==> config.mk <==
export PLATFORM = sky130hd
export DESIGN_NAME = fcb_host
export DESIGN_NICKNAME = d
export VERILOG_FILES = /design/src/core/fcb_pkg.sv /design/src/core/fcb_bus_cycle.sv /design/src/core/fcb_host.sv
export VERILOG_INCLUDE_DIRS = /design/src /design/src/core
export SDC_FILE = /design/constraint.sdc
export NUM_CORES = 1
export LEC_CHECK = 0
export ABC_AREA = 1
export BUFFER_PORTS_ARGS = -buffer_cell sky130_fd_sc_hd__buf_2
export CAP_MARGIN = 40
export CORE_MARGIN = 4
export CORE_UTILIZATION = 51
export CTS_CLUSTER_SIZE = 25
export DETAILED_ROUTE_END_ITERATION = 12
export GPL_ROUTABILITY_DRIVEN = 0
export GPL_TIMING_DRIVEN = 0
export PLACE_DENSITY = 0.74
export SKIP_CTS_REPAIR_TIMING = 1
export SYNTH_ARGS = -nofsm -noshare
export SYNTH_HDL_FRONTEND = slang
export SYNTH_HIERARCHICAL = 1
export SYNTH_SLANG_ARGS = --single-unit
==> constraint.sdc <==
create_clock -name CLOCK -period 1.4 [get_ports CLOCK]
set_input_delay 0.14 -clock CLOCK [delete_from_list [all_inputs] [get_ports CLOCK]]
set_output_delay 0.14 -clock CLOCK [all_outputs]
set_load 0.02 [all_outputs]
==> src/core/fcb_map.svh <==
// Register offsets, field positions, command codes and bus timing of the flash command host
`ifndef FCB_MAP_SVH
`define FCB_MAP_SVH

`define FCB_OFS_CTRL 8'h00
`define FCB_OFS_ADDR 8'h04
`define FCB_OFS_WDATA 8'h08
`define FCB_OFS_STATUS 8'h0C
`define FCB_OFS_RDATA 8'h10
`define FCB_OFS_PINS 8'h14

`define FCB_CTRL_OP_LSB 0
`define FCB_CTRL_OP_MSB 3
`define FCB_CTRL_WAIT_BIT 4

`define FCB_ST_BUSY_BIT 0
`define FCB_ST_DONE_BIT 1
`define FCB_ST_ERR_BIT 2
`define FCB_ST_READY_BIT 3
`define FCB_ST_MODE_LSB 4
`define FCB_ST_MODE_MSB 6

`define FCB_PINS_RESET_BIT 0
`define FCB_PINS_UNLOCK_BIT 1
`define FCB_PINS_BYTE_N_BIT 2
`define FCB_PINS_HIGH_BIT 3
`define FCB_PINS_RST 4'h5
`define FCB_ADDR_RST 19'h0_0000
`define FCB_WDATA_RST 16'h0000

`define FCB_CODE_ARRAY 8'hFF
`define FCB_CODE_IDENT 8'h90
`define FCB_CODE_STATUS 8'h70
`define FCB_CODE_CLEAR 8'h50
`define FCB_CODE_ERASE 8'h20
`define FCB_CODE_CONFIRM 8'hD0
`define FCB_CODE_PROG 8'h40
`define FCB_CODE_PROG_ALT 8'h10
`define FCB_CODE_SUSPEND 8'hB0
`define FCB_CODE_RESUME 8'hD0

`define FCB_CLK_NS 20
`define FCB_SETUP_NS 20
`define FCB_PULSE_NS 50
`define FCB_ACCESS_NS 90
`define FCB_HOLD_NS 20
`define FCB_HOLDOFF_NS 200
`define FCB_CYC_MIN(ns) (((ns) + `FCB_CLK_NS - 1) / `FCB_CLK_NS)
`define FCB_SETUP_CYC 8'(`FCB_CYC_MIN(`FCB_SETUP_NS))
`define FCB_PULSE_CYC 8'(`FCB_CYC_MIN(`FCB_PULSE_NS))
`define FCB_ACCESS_CYC 8'(`FCB_CYC_MIN(`FCB_ACCESS_NS))
`define FCB_HOLD_CYC 8'(`FCB_CYC_MIN(`FCB_HOLD_NS))
`define FCB_HOLDOFF_CYC 8'(`FCB_CYC_MIN(`FCB_HOLDOFF_NS))

`endif

==> src/core/fcb_pkg.sv <==
// Types shared by the flash command host and its bus cycle engine
`default_nettype none
package fcb_pkg;

    typedef enum logic [3:0] {
        OP_READ = 4'h0,
        OP_ARRAY = 4'h1,
        OP_IDENT = 4'h2,
        OP_STATUS = 4'h3,
        OP_CLEAR = 4'h4,
        OP_ERASE = 4'h5,
        OP_PROG = 4'h6,
        OP_PROG_ALT = 4'h7,
        OP_SUSPEND = 4'h8,
        OP_RESUME = 4'h9
    } fcb_op_type;

    typedef enum logic [4:0] {
        CY_IDLE = 5'b00001,
        CY_SETUP = 5'b00010,
        CY_STROBE = 5'b00100,
        CY_HOLD = 5'b01000,
        CY_GAP = 5'b10000
    } fcb_cyc_type;

    typedef enum logic [4:0] {
        SQ_IDLE = 5'b00001,
        SQ_FIRST = 5'b00010,
        SQ_SECOND = 5'b00100,
        SQ_HOLDOFF = 5'b01000,
        SQ_WAIT = 5'b10000
    } fcb_seq_type;

    typedef enum logic [2:0] {
        MD_ARRAY = 3'b001,
        MD_IDENT = 3'b010,
        MD_STATUS = 3'b100
    } fcb_mode_type;

endpackage : fcb_pkg
`default_nettype wire

==> src/core/fcb_bus_cycle.sv <==
// One asynchronous flash bus cycle, read or write, timed in clock cycles
`timescale 1ns/1ps
`default_nettype none
`include "fcb_map.svh"

module fcb_bus_cycle (
    input wire logic clk,
    input wire logic nrst,
    input wire logic clk_en,
    input wire logic start,
    input wire logic is_write,
    input wire logic [18:0] addr,
    input wire logic [15:0] wdata,
    input wire logic [15:0] dq_in,
    output logic [18:0] addr_out,
    output logic ce_n,
    output logic oe_n,
    output logic we_n,
    output logic [15:0] dq_out,
    output logic dq_oe,
    output logic [15:0] rdata,
    output logic done
);
    import fcb_pkg::*;

    fcb_cyc_type state;
    logic [7:0] cnt;
    logic writing;
    logic [15:0] dq_meta;
    logic [15:0] dq_sync;

    // Read data only reaches the capture through two flops
    always_ff @(posedge clk) begin
        if (!nrst) begin
            dq_meta <= 16'h0000;
            dq_sync <= 16'h0000;
        end else if (clk_en) begin
            dq_meta <= dq_in;
            dq_sync <= dq_meta;
        end
    end

    ////////////////////////////////////////////////////////////////////////////
    always_ff @(posedge clk) begin
        if (!nrst) begin
            state <= CY_IDLE;
            cnt <= 8'h00;
            writing <= 1'b0;
            addr_out <= 19'h0_0000;
            ce_n <= 1'b1;
            oe_n <= 1'b1;
            we_n <= 1'b1;
            dq_out <= 16'h0000;
            dq_oe <= 1'b0;
            rdata <= 16'h0000;
            done <= 1'b0;
        end else if (clk_en) begin
            done <= 1'b0;
            unique case (state)
                CY_IDLE: begin
                    if (start) begin
                        writing <= is_write;
                        addr_out <= addr;
                        dq_out <= wdata;
                        dq_oe <= is_write;
                        ce_n <= 1'b0;
                        cnt <= `FCB_SETUP_CYC - 8'h01;
                        state <= CY_SETUP;
                    end
                end
                CY_SETUP: begin
                    if (cnt == 8'h00) begin
                        // Only one strobe per cycle, so read and write never overlap
                        if (writing) begin
                            we_n <= 1'b0;
                            cnt <= `FCB_PULSE_CYC - 8'h01;
                        end else begin
                            oe_n <= 1'b0;
                            // Two extra cycles cover the input synchroniser
                            cnt <= `FCB_ACCESS_CYC + 8'h01;
                        end
                        state <= CY_STROBE;
                    end else begin
                        cnt <= cnt - 8'h01;
                    end
                end
                CY_STROBE: begin
                    if (cnt == 8'h00) begin
                        // Write strobe rises before chip enable; address and data held past it
                        we_n <= 1'b1;
                        oe_n <= 1'b1;
                        if (!writing) begin
                            rdata <= dq_sync;
                        end
                        cnt <= `FCB_HOLD_CYC - 8'h01;
                        state <= CY_HOLD;
                    end else begin
                        cnt <= cnt - 8'h01;
                    end
                end
                CY_HOLD: begin
                    if (cnt == 8'h00) begin
                        // Chip enable back high between cycles so status latch refreshes
                        ce_n <= 1'b1;
                        dq_oe <= 1'b0;
                        cnt <= `FCB_HOLD_CYC - 8'h01;
                        state <= CY_GAP;
                    end else begin
                        cnt <= cnt - 8'h01;
                    end
                end
                CY_GAP: begin
                    if (cnt == 8'h00) begin
                        done <= 1'b1;
                        state <= CY_IDLE;
                    end else begin
                        cnt <= cnt - 8'h01;
                    end
                end
            endcase
        end
    end

endmodule : fcb_bus_cycle
`default_nettype wire

==> src/core/fcb_host.sv <==
// Flash command host: AXI4-Lite registers in, flash command sequences out on the pins
//
// Notes on behaviour
// - 90h then reads return identifier values
// - 70h switches following reads to status
// - FFh, 50h, B0h, D0h are single writes
// - Erase is 20h then D0h in block
// - Program is 40h or 10h, then data
// - Host writes only defined command codes
// - Never output enable and write together
`timescale 1ns/1ps
`default_nettype none
`include "fcb_map.svh"

module fcb_host (
    input wire logic CLOCK,
    input wire logic NRST,
    input wire logic CLOCK_EN,
    input wire logic [7:0] AWADDR,
    input wire logic AWVALID,
    output logic AWREADY,
    input wire logic [31:0] WDATA,
    input wire logic [3:0] WSTRB,
    input wire logic WVALID,
    output logic WREADY,
    output logic [1:0] BRESP,
    output logic BVALID,
    input wire logic BREADY,
    input wire logic [7:0] ARADDR,
    input wire logic ARVALID,
    output logic ARREADY,
    output logic [31:0] RDATA,
    output logic [1:0] RRESP,
    output logic RVALID,
    input wire logic RREADY,
    output logic [18:0] FLASH_ADDR,
    output logic FLASH_CE_N,
    output logic FLASH_OE_N,
    output logic FLASH_WE_N,
    output logic [15:0] FLASH_DQ_OUT,
    output logic FLASH_DQ_OE,
    input wire logic [15:0] FLASH_DQ_IN,
    output logic POWERDOWN_RESET_N,
    output logic UNLOCK_HIGH_SEL,
    output logic BOOT_UNLOCK,
    output logic BYTE_MODE_N,
    input wire logic DONE_FLAG_OD_IN
);
    import fcb_pkg::*;

    logic [7:0] aw_addr;
    logic [31:0] w_data;
    logic [3:0] w_strb;
    logic reg_wr;
    logic [18:0] cmd_addr;
    logic [15:0] cmd_wdata;
    logic [3:0] pins;
    fcb_op_type op;
    logic wait_rdy;
    fcb_seq_type seq;
    fcb_mode_type mode;
    logic [7:0] holdoff;
    logic busy;
    logic done_flag;
    logic err_flag;
    logic rdy_meta;
    logic rdy_sync;
    logic cyc_start;
    logic cyc_write;
    logic [15:0] cyc_data;
    logic [15:0] cyc_rdata;
    logic cyc_done;
    logic go;
    logic bad_op;
    logic [31:0] status_word;

    function automatic logic [31:0] merge(input logic [31:0] old, input logic [31:0] val,
                                          input logic [3:0] strb);
        logic [31:0] res;
        res = old;
        for (int i = 0; i < 4; i++) begin
            if (strb[i]) begin
                res[i*8 +: 8] = val[i*8 +: 8];
            end
        end
        return res;
    endfunction : merge

    ////////////////////////////////////////////////////////////////////////////
    // Write channel: address and data taken in either order, response after both
    assign reg_wr = !AWREADY && !WREADY && !BVALID;

    always_ff @(posedge CLOCK) begin
        if (!NRST) begin
            AWREADY <= 1'b1;
            WREADY <= 1'b1;
            BVALID <= 1'b0;
            BRESP <= 2'b00;
            aw_addr <= 8'h00;
            w_data <= 32'h0000_0000;
            w_strb <= 4'h0;
        end else if (CLOCK_EN) begin
            if (AWVALID && AWREADY) begin
                aw_addr <= AWADDR;
                AWREADY <= 1'b0;
            end
            if (WVALID && WREADY) begin
                w_data <= WDATA;
                w_strb <= WSTRB;
                WREADY <= 1'b0;
            end
            if (reg_wr) begin
                BVALID <= 1'b1;
                unique case (aw_addr)
                    `FCB_OFS_CTRL, `FCB_OFS_ADDR, `FCB_OFS_WDATA, `FCB_OFS_STATUS,
                    `FCB_OFS_RDATA, `FCB_OFS_PINS: BRESP <= 2'b00;
                    default: BRESP <= 2'b10;
                endcase
            end
            if (BVALID && BREADY) begin
                BVALID <= 1'b0;
                AWREADY <= 1'b1;
                WREADY <= 1'b1;
            end
        end
    end

    assign status_word = {25'h000_0000, mode, rdy_sync, err_flag, done_flag, busy};

    // Read channel
    always_ff @(posedge CLOCK) begin
        if (!NRST) begin
            ARREADY <= 1'b1;
            RVALID <= 1'b0;
            RDATA <= 32'h0000_0000;
            RRESP <= 2'b00;
        end else if (CLOCK_EN) begin
            if (ARVALID && ARREADY) begin
                ARREADY <= 1'b0;
                RVALID <= 1'b1;
                RRESP <= 2'b00;
                unique case (ARADDR)
                    `FCB_OFS_CTRL: RDATA <= {27'h000_0000, wait_rdy, op};
                    `FCB_OFS_ADDR: RDATA <= {13'h0000, cmd_addr};
                    `FCB_OFS_WDATA: RDATA <= {16'h0000, cmd_wdata};
                    `FCB_OFS_STATUS: RDATA <= status_word;
                    `FCB_OFS_RDATA: RDATA <= {16'h0000, cyc_rdata};
                    `FCB_OFS_PINS: RDATA <= {28'h000_0000, pins};
                    default: begin
                        RDATA <= 32'h0000_0000;
                        RRESP <= 2'b10;
                    end
                endcase
            end else if (RVALID && RREADY) begin
                RVALID <= 1'b0;
                ARREADY <= 1'b1;
            end
        end
    end

    ////////////////////////////////////////////////////////////////////////////
    // Software registers
    always_ff @(posedge CLOCK) begin
        if (!NRST) begin
            cmd_addr <= `FCB_ADDR_RST;
            cmd_wdata <= `FCB_WDATA_RST;
            pins <= `FCB_PINS_RST;
        end else if (CLOCK_EN && reg_wr) begin
            unique case (aw_addr)
                `FCB_OFS_ADDR: cmd_addr <= 19'(merge({13'h0000, cmd_addr}, w_data, w_strb));
                `FCB_OFS_WDATA: cmd_wdata <= 16'(merge({16'h0000, cmd_wdata}, w_data, w_strb));
                `FCB_OFS_PINS: pins <= 4'(merge({28'h000_0000, pins}, w_data, w_strb));
                default: ;
            endcase
        end
    end

    // Power-down, boot-lock and byte-mode pin drivers, one flop after the register; power-down held low in reset
    always_ff @(posedge CLOCK) begin
        if (!NRST) begin
            POWERDOWN_RESET_N <= 1'b0;
            UNLOCK_HIGH_SEL <= 1'b0;
            BOOT_UNLOCK <= 1'b0;
            BYTE_MODE_N <= 1'b1;
        end else if (CLOCK_EN) begin
            POWERDOWN_RESET_N <= pins[`FCB_PINS_RESET_BIT];
            UNLOCK_HIGH_SEL <= pins[`FCB_PINS_HIGH_BIT];
            BOOT_UNLOCK <= pins[`FCB_PINS_UNLOCK_BIT];
            BYTE_MODE_N <= pins[`FCB_PINS_BYTE_N_BIT];
        end
    end

    // Ready pin is asynchronous, so two flops first
    always_ff @(posedge CLOCK) begin
        if (!NRST) begin
            rdy_meta <= 1'b0;
            rdy_sync <= 1'b0;
        end else if (CLOCK_EN) begin
            rdy_meta <= DONE_FLAG_OD_IN;
            rdy_sync <= rdy_meta;
        end
    end

    ////////////////////////////////////////////////////////////////////////////
    // Command start: only listed codes go out; others refused, also in power-down
    assign go = reg_wr && (aw_addr == `FCB_OFS_CTRL) && w_strb[0];
    assign bad_op = (w_data[`FCB_CTRL_OP_MSB:`FCB_CTRL_OP_LSB] > OP_RESUME)
        || !POWERDOWN_RESET_N || busy;
    assign busy = (seq != SQ_IDLE);

    always_ff @(posedge CLOCK) begin
        if (!NRST) begin
            op <= OP_READ;
            wait_rdy <= 1'b0;
        end else if (CLOCK_EN && go && !bad_op) begin
            op <= fcb_op_type'(w_data[`FCB_CTRL_OP_MSB:`FCB_CTRL_OP_LSB]);
            wait_rdy <= w_data[`FCB_CTRL_WAIT_BIT];
        end
    end

    always_ff @(posedge CLOCK) begin
        if (!NRST) begin
            seq <= SQ_IDLE;
            cyc_start <= 1'b0;
            cyc_write <= 1'b0;
            cyc_data <= 16'h0000;
            holdoff <= 8'h00;
        end else if (CLOCK_EN) begin
            cyc_start <= 1'b0;
            unique case (seq)
                SQ_IDLE: begin
                    if (go && !bad_op) begin
                        cyc_start <= 1'b1;
                        cyc_write <= (w_data[`FCB_CTRL_OP_MSB:`FCB_CTRL_OP_LSB] != OP_READ);
                        unique case (fcb_op_type'(w_data[`FCB_CTRL_OP_MSB:`FCB_CTRL_OP_LSB]))
                            OP_ARRAY: cyc_data <= {8'h00, `FCB_CODE_ARRAY};
                            OP_IDENT: cyc_data <= {8'h00, `FCB_CODE_IDENT};
                            OP_STATUS: cyc_data <= {8'h00, `FCB_CODE_STATUS};
                            OP_CLEAR: cyc_data <= {8'h00, `FCB_CODE_CLEAR};
                            OP_ERASE: cyc_data <= {8'h00, `FCB_CODE_ERASE};
                            OP_PROG: cyc_data <= {8'h00, `FCB_CODE_PROG};
                            OP_PROG_ALT: cyc_data <= {8'h00, `FCB_CODE_PROG_ALT};
                            OP_SUSPEND: cyc_data <= {8'h00, `FCB_CODE_SUSPEND};
                            OP_RESUME: cyc_data <= {8'h00, `FCB_CODE_RESUME};
                            default: cyc_data <= 16'h0000;
                        endcase
                        seq <= SQ_FIRST;
                    end
                end
                SQ_FIRST: begin
                    if (cyc_done) begin
                        unique case (op)
                            OP_IDENT, OP_STATUS: begin
                                // Second cycle reads the identifier or status value
                                cyc_start <= 1'b1;
                                cyc_write <= 1'b0;
                                seq <= SQ_SECOND;
                            end
                            OP_ERASE: begin
                                // Confirm at the same in-block address
                                cyc_start <= 1'b1;
                                cyc_write <= 1'b1;
                                cyc_data <= {8'h00, `FCB_CODE_CONFIRM};
                                seq <= SQ_SECOND;
                            end
                            OP_PROG, OP_PROG_ALT: begin
                                cyc_start <= 1'b1;
                                cyc_write <= 1'b1;
                                cyc_data <= cmd_wdata;
                                seq <= SQ_SECOND;
                            end
                            default: seq <= SQ_IDLE;
                        endcase
                    end
                end
                SQ_SECOND: begin
                    if (cyc_done) begin
                        if (wait_rdy && (op == OP_ERASE || op == OP_PROG || op == OP_PROG_ALT)) begin
                            holdoff <= `FCB_HOLDOFF_CYC;
                            seq <= SQ_HOLDOFF;
                        end else begin
                            seq <= SQ_IDLE;
                        end
                    end
                end
                SQ_HOLDOFF: begin
                    // Give the device time to pull the ready pin low first
                    if (holdoff == 8'h00) begin
                        seq <= SQ_WAIT;
                    end else begin
                        holdoff <= holdoff - 8'h01;
                    end
                end
                SQ_WAIT: begin
                    // Released pin reads high once the engine is idle
                    if (rdy_sync || !POWERDOWN_RESET_N) begin
                        seq <= SQ_IDLE;
                    end
                end
            endcase
        end
    end

    ////////////////////////////////////////////////////////////////////////////
    // Sticky flags: set wins over a write-one clear
    always_ff @(posedge CLOCK) begin
        if (!NRST) begin
            done_flag <= 1'b0;
            err_flag <= 1'b0;
        end else if (CLOCK_EN) begin
            if (busy && (seq == SQ_IDLE || (seq == SQ_WAIT && rdy_sync) || cyc_done)
                && !(seq == SQ_FIRST && op inside {OP_IDENT, OP_STATUS, OP_ERASE,
                                                    OP_PROG, OP_PROG_ALT})
                && !(seq == SQ_SECOND && wait_rdy
                     && op inside {OP_ERASE, OP_PROG, OP_PROG_ALT})) begin
                done_flag <= 1'b1;
            end else if (reg_wr && aw_addr == `FCB_OFS_STATUS && w_strb[0]
                         && w_data[`FCB_ST_DONE_BIT]) begin
                done_flag <= 1'b0;
            end
            if (go && bad_op) begin
                err_flag <= 1'b1;
            end else if (reg_wr && aw_addr == `FCB_OFS_STATUS && w_strb[0]
                         && w_data[`FCB_ST_ERR_BIT]) begin
                err_flag <= 1'b0;
            end
        end
    end

    // Track what the device will return on a read
    always_ff @(posedge CLOCK) begin
        if (!NRST) begin
            mode <= MD_ARRAY;
        end else if (CLOCK_EN) begin
            if (!POWERDOWN_RESET_N) begin
                mode <= MD_ARRAY;
            end else if (seq == SQ_FIRST && cyc_done) begin
                unique case (op)
                    OP_ARRAY: mode <= MD_ARRAY;
                    OP_IDENT: mode <= MD_IDENT;
                    OP_STATUS, OP_ERASE, OP_PROG, OP_PROG_ALT, OP_SUSPEND: mode <= MD_STATUS;
                    default: ;
                endcase
            end
        end
    end

    fcb_bus_cycle u_cycle (
        .clk(CLOCK),
        .nrst(NRST),
        .clk_en(CLOCK_EN),
        .start(cyc_start),
        .is_write(cyc_write),
        .addr(cmd_addr),
        .wdata(cyc_data),
        .dq_in(FLASH_DQ_IN),
        .addr_out(FLASH_ADDR),
        .ce_n(FLASH_CE_N),
        .oe_n(FLASH_OE_N),
        .we_n(FLASH_WE_N),
        .dq_out(FLASH_DQ_OUT),
        .dq_oe(FLASH_DQ_OE),
        .rdata(cyc_rdata),
        .done(cyc_done)
    );

endmodule : fcb_host
`default_nettype wire

Word level (Yosys, flattened, before mapping)
Memory sizes are Yosys's and may differ from the RTL's. A register that Yosys moved wholly into a read port is not among the register bits.
Index checks and enable logic that the tools add are counted.
{"block": "op_classes", "addsub": 2, "magnitude_cmp": 1, "n_eq_ne": 47, "n_mux": 72, "bitwise": 1, "reduce_logical": 94}
{"op": "19-bit one-hot mux with 6 select lines", "count": 1}
{"op": "16-bit one-hot mux with 2 select lines", "count": 2}
{"op": "8-bit 2-to-1 mux", "count": 7}
{"op": "5-bit 2-to-1 mux", "count": 10}
{"op": "5-bit one-hot mux with 5 select lines", "count": 2}
{"op": "8-bit by 4-bit equality test with 1-bit output (second input constant)", "count": 4}
{"op": "8-bit by 5-bit equality test with 1-bit output (second input constant)", "count": 4}
{"op": "8-bit zero test", "count": 4}
{"op": "16-bit 2-to-1 mux", "count": 2}
{"op": "8-bit one-hot mux with 4 select lines", "count": 1}
{"op": "1-bit 2-to-1 mux", "count": 29}
{"op": "1-bit logical AND", "count": 27}
{"op": "3-bit AND reduction", "count": 9}
{"op": "5-bit AND reduction", "count": 5}
{"op": "2-bit AND reduction", "count": 10}
{"op": "2-bit nonzero test", "count": 10}
{"op": "8-bit by 3-bit equality test with 1-bit output (second input constant)", "count": 2}
{"op": "2-bit by 1-bit != test with 1-bit output (second input constant)", "count": 8}
{"op": "2-bit != test (second input constant)", "count": 8}
{"op": "8-bit one-hot mux with 2 select lines", "count": 1}
{"op": "8-bit by 1-bit subtractor with 8-bit output (second input constant)", "count": 2}
{"op": "1-bit one-hot mux with 2 select lines", "count": 7}
{"op": "4-bit by 3-bit equality test with 1-bit output (second input constant)", "count": 3}
{"op": "3-bit 2-to-1 mux", "count": 4}
{"op": "27 further kinds", "count": 55}
{"block": "totals", "ff_bits": 259, "rom_bits": 128, "output_inout_bits": 84, "word_cells": 264, "memories": 1}
{"name": "(name not given)", "words": 16, "width": 8, "read_ports": 1, "rd_clocked_by_memory_dff": 1, "write_ports": 0, "line": "fcb_host.sv:235", "text": "unique case (fcb_op_type'(w_data[`FCB_CTRL_OP_MSB:`FCB_CTRL_OP_LSB]))"}

Depth between registers and ports, before layout
{"block": "logic_depth", "ltp_word": 9, "ltp_mapped": 12, "ltp_nobuf": 12}

Cells and area by module
Netlist, hierarchy kept.
{"module": "fcb_host", "instances": 1, "cells_each": 959, "area_each_um2": 6861.6, "seq_area_each_um2": 2942.8}
{"module": "fcb_bus_cycle", "instances": 1, "cells_each": 530, "area_each_um2": 3932.5, "seq_area_each_um2": 2042.0}

Least setup slack after synthesis
No wires, ideal clock.
{"block": "synth_timing", "path_type": "reg2reg", "from": "register WREADY", "to": "register (tool-made name)", "setup_ps": 133, "t_arrival_ps": 1547, "required_time_ps": 1267, "path_slack_ps": -280, "stages_incl_launch_ff": 10, "n_path_buf": 0, "synth_period_minus_slack_ps": 1680, "cell_sequence": "dfxtp_1 -> nand3_2 -> inv_2 -> o21ai_0 -> nor2_1 -> inv_1 -> ha_1 -> inv_1 -> o21ai_0 -> o21ai_0"}
{"element": "start, declared", "line": "fcb_host.sv:25", "text": "output logic WREADY,"}
{"element": "start signal, assigned", "line": "fcb_host.sv:96", "text": "WREADY <= 1'b1;"}
{"element": "start signal, assigned", "line": "fcb_host.sv:110", "text": "WREADY <= 1'b0;"}
{"element": "start signal, assigned", "line": "fcb_host.sv:123", "text": "WREADY <= 1'b1;"}

Worst setup path after layout
{"block": "layout_timing", "from": "register aw_addr[5]", "to": "register cyc_data[4]"}
{"block": "layout_via", "elab_chain_cells": 6}
{"element": "start, declared", "line": "fcb_host.sv:51", "text": "logic [7:0] aw_addr;"}
{"element": "start signal, assigned", "line": "fcb_host.sv:99", "text": "aw_addr <= 8'h00;"}
{"element": "start signal, assigned", "line": "fcb_host.sv:104", "text": "aw_addr <= AWADDR;"}
{"element": "8-bit zero test"}
{"element": "1-bit logical AND (2 in series)", "line": "fcb_host.sv:206", "text": "assign go = reg_wr && (aw_addr == `FCB_OFS_CTRL) && w_strb[0];"}
{"element": "1-bit logical AND", "line": "fcb_host.sv:232", "text": "if (go && !bad_op) begin"}
{"element": "2-bit != test (no line)"}
{"element": "5-bit AND reduction (no line)"}
{"element": "end signal, assigned", "line": "fcb_host.sv:236", "text": "OP_ARRAY: cyc_data <= {8'h00, `FCB_CODE_ARRAY};"}
{"element": "end signal, assigned", "line": "fcb_host.sv:237", "text": "OP_IDENT: cyc_data <= {8'h00, `FCB_CODE_IDENT};"}
{"element": "end signal, assigned", "line": "fcb_host.sv:238", "text": "OP_STATUS: cyc_data <= {8'h00, `FCB_CODE_STATUS};"}
{"element": "end, declared", "line": "fcb_host.sv:70", "text": "logic [15:0] cyc_data;"}
No other way between the ends.
A chain may end at the register's enable or synchronous reset.

==> impl_metrics.prom <==
# TYPE chip_impl_metric gauge
chip_impl_info{name="synth.top_cells.by_area",value="sky130_fd_sc_hd__dfxtp_1 46%, sky130_fd_sc_hd__nor2_1 9.3%, sky130_fd_sc_hd__nand2_1 8.1%"} 1
chip_impl_info{name="ys_dominant_reg_cell",value="sky130_fd_sc_hd__dfxtp_1"} 1
chip_impl_metric{name="worst_skew_late_latency",unit="ns"} 0.54
chip_impl_metric{name="initial_utilization",unit="%"} 52.7
chip_impl_metric{name="drtIter0Drc",unit=""} 1081
chip_impl_metric{name="timing.reg2reg.worst_path_depth",unit=""} 10
chip_impl_metric{name="routed-via-count",unit=""} 11700
chip_impl_metric{name="timing.hold.ws",unit="ns"} -0.0235
chip_impl_metric{name="route.detailed.wl_per_inst",unit="um"} 18.4
chip_impl_metric{name="maxSlewHeadroom",unit="%"} 42.1
chip_impl_metric{name="placedInstanceArea",unit="mm^2"} 0.0119
chip_impl_metric{name="global_route.overflow_total",unit=""} 0
chip_impl_metric{name="inserted_diodes",unit=""} 0
chip_impl_info{name="synth_top_cells_by_count",value="267 x sky130_fd_sc_hd__nor2_1, 249 x sky130_fd_sc_hd__dfxtp_1, 234 x sky130_fd_sc_hd__nand2_1"} 1
chip_impl_metric{name="post-route-worst-setup-slack",unit="ns"} -0.361
chip_impl_metric{name="timing.final.hold_violations",unit=""} 2
chip_impl_metric{name="powerDensity",unit="mW/mm^2"} 1490
chip_impl_metric{name="route.detailed.vias_per_inst",unit=""} 5.64
chip_impl_metric{name="width_of_the_chip",unit="um"} 153
chip_impl_metric{name="finalSetupViolCount",unit=""} 154
chip_impl_metric{name="first_global_vias",unit=""} 9875
chip_impl_metric{name="boundaryPins",unit=""} 161
chip_impl_metric{name="layout_min_cycle_time",unit="ns"} 1.76
chip_impl_info{name="setup.worst_path.class",value="register to register"} 1
chip_impl_metric{name="cts-root-to-sink-buffers",unit=""} 3
chip_impl_metric{name="cts-buffers-inserted",unit=""} 26
chip_impl_info{name="clock-root-buffer",value="sky130_fd_sc_hd__clkbuf_16"} 1
chip_impl_metric{name="sequential_fraction_of_the_synthesis_area",unit="%"} 46.2
chip_impl_metric{name="worst_slew_pin_slew",unit="ns"} 0.868
chip_impl_metric{name="drt_total_wl",unit="um"} 38300
chip_impl_metric{name="core_region_area",unit="mm^2"} 0.0205
chip_impl_info{name="timing.critical_path.to",value="cyc_data[4]"} 1
chip_impl_metric{name="clock_skew",unit="ns"} 0.0151
chip_impl_metric{name="sum_of_net_half_perimeters_after_detailed_placement",unit="um"} 23100
chip_impl_metric{name="placement.io_buffers",unit=""} 131
chip_impl_metric{name="yosys.cell_types.count",unit=""} 43
chip_impl_metric{name="die_h",unit="um"} 153
chip_impl_info{name="post-synth-top-area-cell",value="sky130_fd_sc_hd__dfxtp_1"} 1
chip_impl_metric{name="timing.critical_path.fanout_max",unit=""} 7
chip_impl_metric{name="ys.warnings.count",unit=""} 6
chip_impl_metric{name="track_usage",unit="%"} 25.5
chip_impl_metric{name="irDropWorstVdd",unit="uV"} 936
chip_impl_metric{name="finish.instance_area",unit="mm^2"} 0.0155
chip_impl_metric{name="worst_ep_required_time",unit="ns"} 1.87
chip_impl_metric{name="share_of_synthesized_registers_carrying_an_async_set_or_reset",unit="%"} 0
chip_impl_metric{name="slew_viol_final",unit=""} 0
chip_impl_metric{name="drive_gt1_share",unit="%"} 35.7
chip_impl_metric{name="synth_largest_type_area_fraction",unit="%"} 46.2
chip_impl_info{name="worst_setup_path_start_kind",value="register"} 1
chip_impl_metric{name="row_count",unit=""} 52
chip_impl_metric{name="grt_first_pass_wirelength",unit="um"} 50000
chip_impl_info{name="r2r_end",value="cyc_data[4]"} 1
chip_impl_info{name="worst_setup_path_end_kind",value="register"} 1
chip_impl_metric{name="drt_first_pass_iters",unit=""} 5
chip_impl_info{name="min-delay-path-class",value="primary input to register"} 1
chip_impl_metric{name="final_net_count",unit=""} 1872
chip_impl_metric{name="number_of_antenna_violating_nets_in_the_routed_design",unit=""} 0
chip_impl_metric{name="ys_ff_latch",unit=""} 249
chip_impl_metric{name="number_of_antenna_violations_at_the_first_check_in_global_routing",unit=""} 0
chip_impl_info{name="rsz_0062_raised_after_global_routing",value="yes"} 1
chip_impl_metric{name="max-cap-violations",unit=""} 0
chip_impl_metric{name="ff2ff_setup_slack",unit="ns"} -0.36
chip_impl_info{name="cts_tree",value="built"} 1
chip_impl_metric{name="edff_count_synth",unit=""} 0
chip_impl_info{name="startpoint_of_the_most_critical_setup_path",value="aw_addr[5]"} 1
chip_impl_metric{name="cts_max_level",unit=""} 1
chip_impl_metric{name="grt_start_max_net_pins",unit=""} 15
chip_impl_metric{name="area_growth_syn_to_layout",unit="%"} 44.1
chip_impl_metric{name="max_freq",unit="MHz"} 568
chip_impl_metric{name="synth_area_per_cell",unit="um^2"} 7.25
chip_impl_metric{name="placedCellCount",unit=""} 1904
chip_impl_metric{name="synth_instances",unit=""} 1489
chip_impl_metric{name="detail_route.drc_violations",unit=""} 0
chip_impl_info{name="synth.most_common_cell",value="sky130_fd_sc_hd__nor2_1"} 1
chip_impl_metric{name="arrival",unit="ns"} 2.23
chip_impl_metric{name="die_area",unit="mm^2"} 0.0236
chip_impl_metric{name="period_share",unit="%"} 126
chip_impl_metric{name="clock_sinks",unit=""} 249
chip_impl_metric{name="final_cell_count_no_fill",unit=""} 2079
chip_impl_info{name="run_status",value="finished, violations left"} 1
chip_impl_metric{name="power.static_leakage",unit="uW"} 0.00668
chip_impl_info{name="reg2reg_from",value="aw_addr[5]"} 1
chip_impl_metric{name="mappedNetlistArea",unit="mm^2"} 0.0108
chip_impl_info{name="failed_checks",value="negative hold slack, negative setup slack"} 1
chip_impl_metric{name="cts.clk_slew.worst_paths",unit="ns"} 0.06
## stage by stage
step	util (%)	total power, uW	setup TNS [ns]	worst slack [ns]
floorplan	-	11600	-1.25	-0.0709
global placement	58.0	12400	-45.15	-0.544
detailed placement	58.0	12600	-49.43	-0.563
CTS	62.7	20200	-37.14	-0.482
global route	75.9	24000	-37.70	-0.411
finish	75.9	23200	-27.78	-0.361
## layout make-up
type | count | area [um^2]
Fill cell | 1363 | 4940
Tap cell | 270 | 338
Clock buffer | 35 | 766
Sequential cell | 249 | 5040
Clock inverter | 13 | 195
Inverter | 148 | 581
Timing Repair Buffer | 257 | 1940
Multi-Input combinational cell | 1024 | 6110
Buffer | 83 | 587
## worst min path at each step
stage / start / slack [ns] / end / depth (start not counted)
after CTS: FLASH_DQ_IN[2] / -0.17 / u_cycle/dq_meta[2] / 3
after global routing: NRST / 0.02 / w_data[2] / 3
after detailed placement: FLASH_DQ_IN[15] / 0.38 / u_cycle/dq_meta[15] / 3
after global placement: FLASH_DQ_IN[3] / 0.36 / u_cycle/dq_meta[3] / 3
final: RREADY / -0.02 / ARREADY / 5
after floorplan: FLASH_DQ_IN[1] / 0.27 / u_cycle/dq_meta[1] / 2
## flip-flops by register name, summed over array words and instances, names as in the netlist, 16 cells and up, named ones only
name and count:
cmd_wdata 16, u_cycle/dq_out 16, u_cycle/dq_meta 16, w_data 19, u_cycle/addr_out 19, cyc_data 16
u_cycle/dq_sync 16, u_cycle/rdata 16, cmd_addr 19, RDATA 19
## critical path, cell delays in order (launching register included)
cell	delay (ns)
sky130_fd_sc_hd__dfxtp_4	0.36
sky130_fd_sc_hd__nor2_4	0.17
sky130_fd_sc_hd__nand2_4	0.10
sky130_fd_sc_hd__nor2_4	0.11
sky130_fd_sc_hd__nand2_2	0.10
sky130_fd_sc_hd__o21bai_4	0.18
sky130_fd_sc_hd__nand4_4	0.19
sky130_fd_sc_hd__buf_2	0.21
sky130_fd_sc_hd__nand2_1	0.09
sky130_fd_sc_hd__nand2_1	0.06
sky130_fd_sc_hd__nor2_1	0.12
## report_power, final
part	switching [uW]	leakage, uW	internal, uW	total [uW]
Combinational	4140	0.00417	2780	6920
Sequential	707	0.00204	7790	8500
Clock	2980	0.000473	4750	7730
## cell usage in the layout, fill, tap and decap left out, types with 30 or more instances in the layout
master,count
sky130_fd_sc_hd__buf_6,38
sky130_fd_sc_hd__inv_1,112
sky130_fd_sc_hd__nand3_1,63
sky130_fd_sc_hd__o21ai_2,58
sky130_fd_sc_hd__clkbuf_16,32
sky130_fd_sc_hd__buf_2,141
sky130_fd_sc_hd__buf_4,60
sky130_fd_sc_hd__dfxtp_1,223
sky130_fd_sc_hd__nor2_1,202
sky130_fd_sc_hd__a21oi_1,100
sky130_fd_sc_hd__dlygate4sd3_1,48
sky130_fd_sc_hd__nor2_4,63
sky130_fd_sc_hd__nand2_1,192
sky130_fd_sc_hd__o21ai_0,103
sky130_fd_sc_hd__o21ai_1,31
sky130_fd_sc_hd__a21oi_2,30
sky130_fd_sc_hd__nand2_2,39
sky130_fd_sc_hd__clkbuf_1,30
## cell families after synthesis
family / share of synthesized area [%]
compound gates: 16.8
xor+xnor: 0.406
fa+ha+maj: 0.695
buf+inv: 9.39
flops: 46.2
other cells: 0.0347
simple gates: 26.5
## layer usage
layer,up-vias,GRT usage [%],wire [um]
li1,5406,-,-
met1,5458,35.3,15000
met2,708,41.3,17900
met3,151,4.18,3600
met4,0,7.74,1760
met5,-,0,0
No activity file was read; power rests on OpenSTA's default activity.
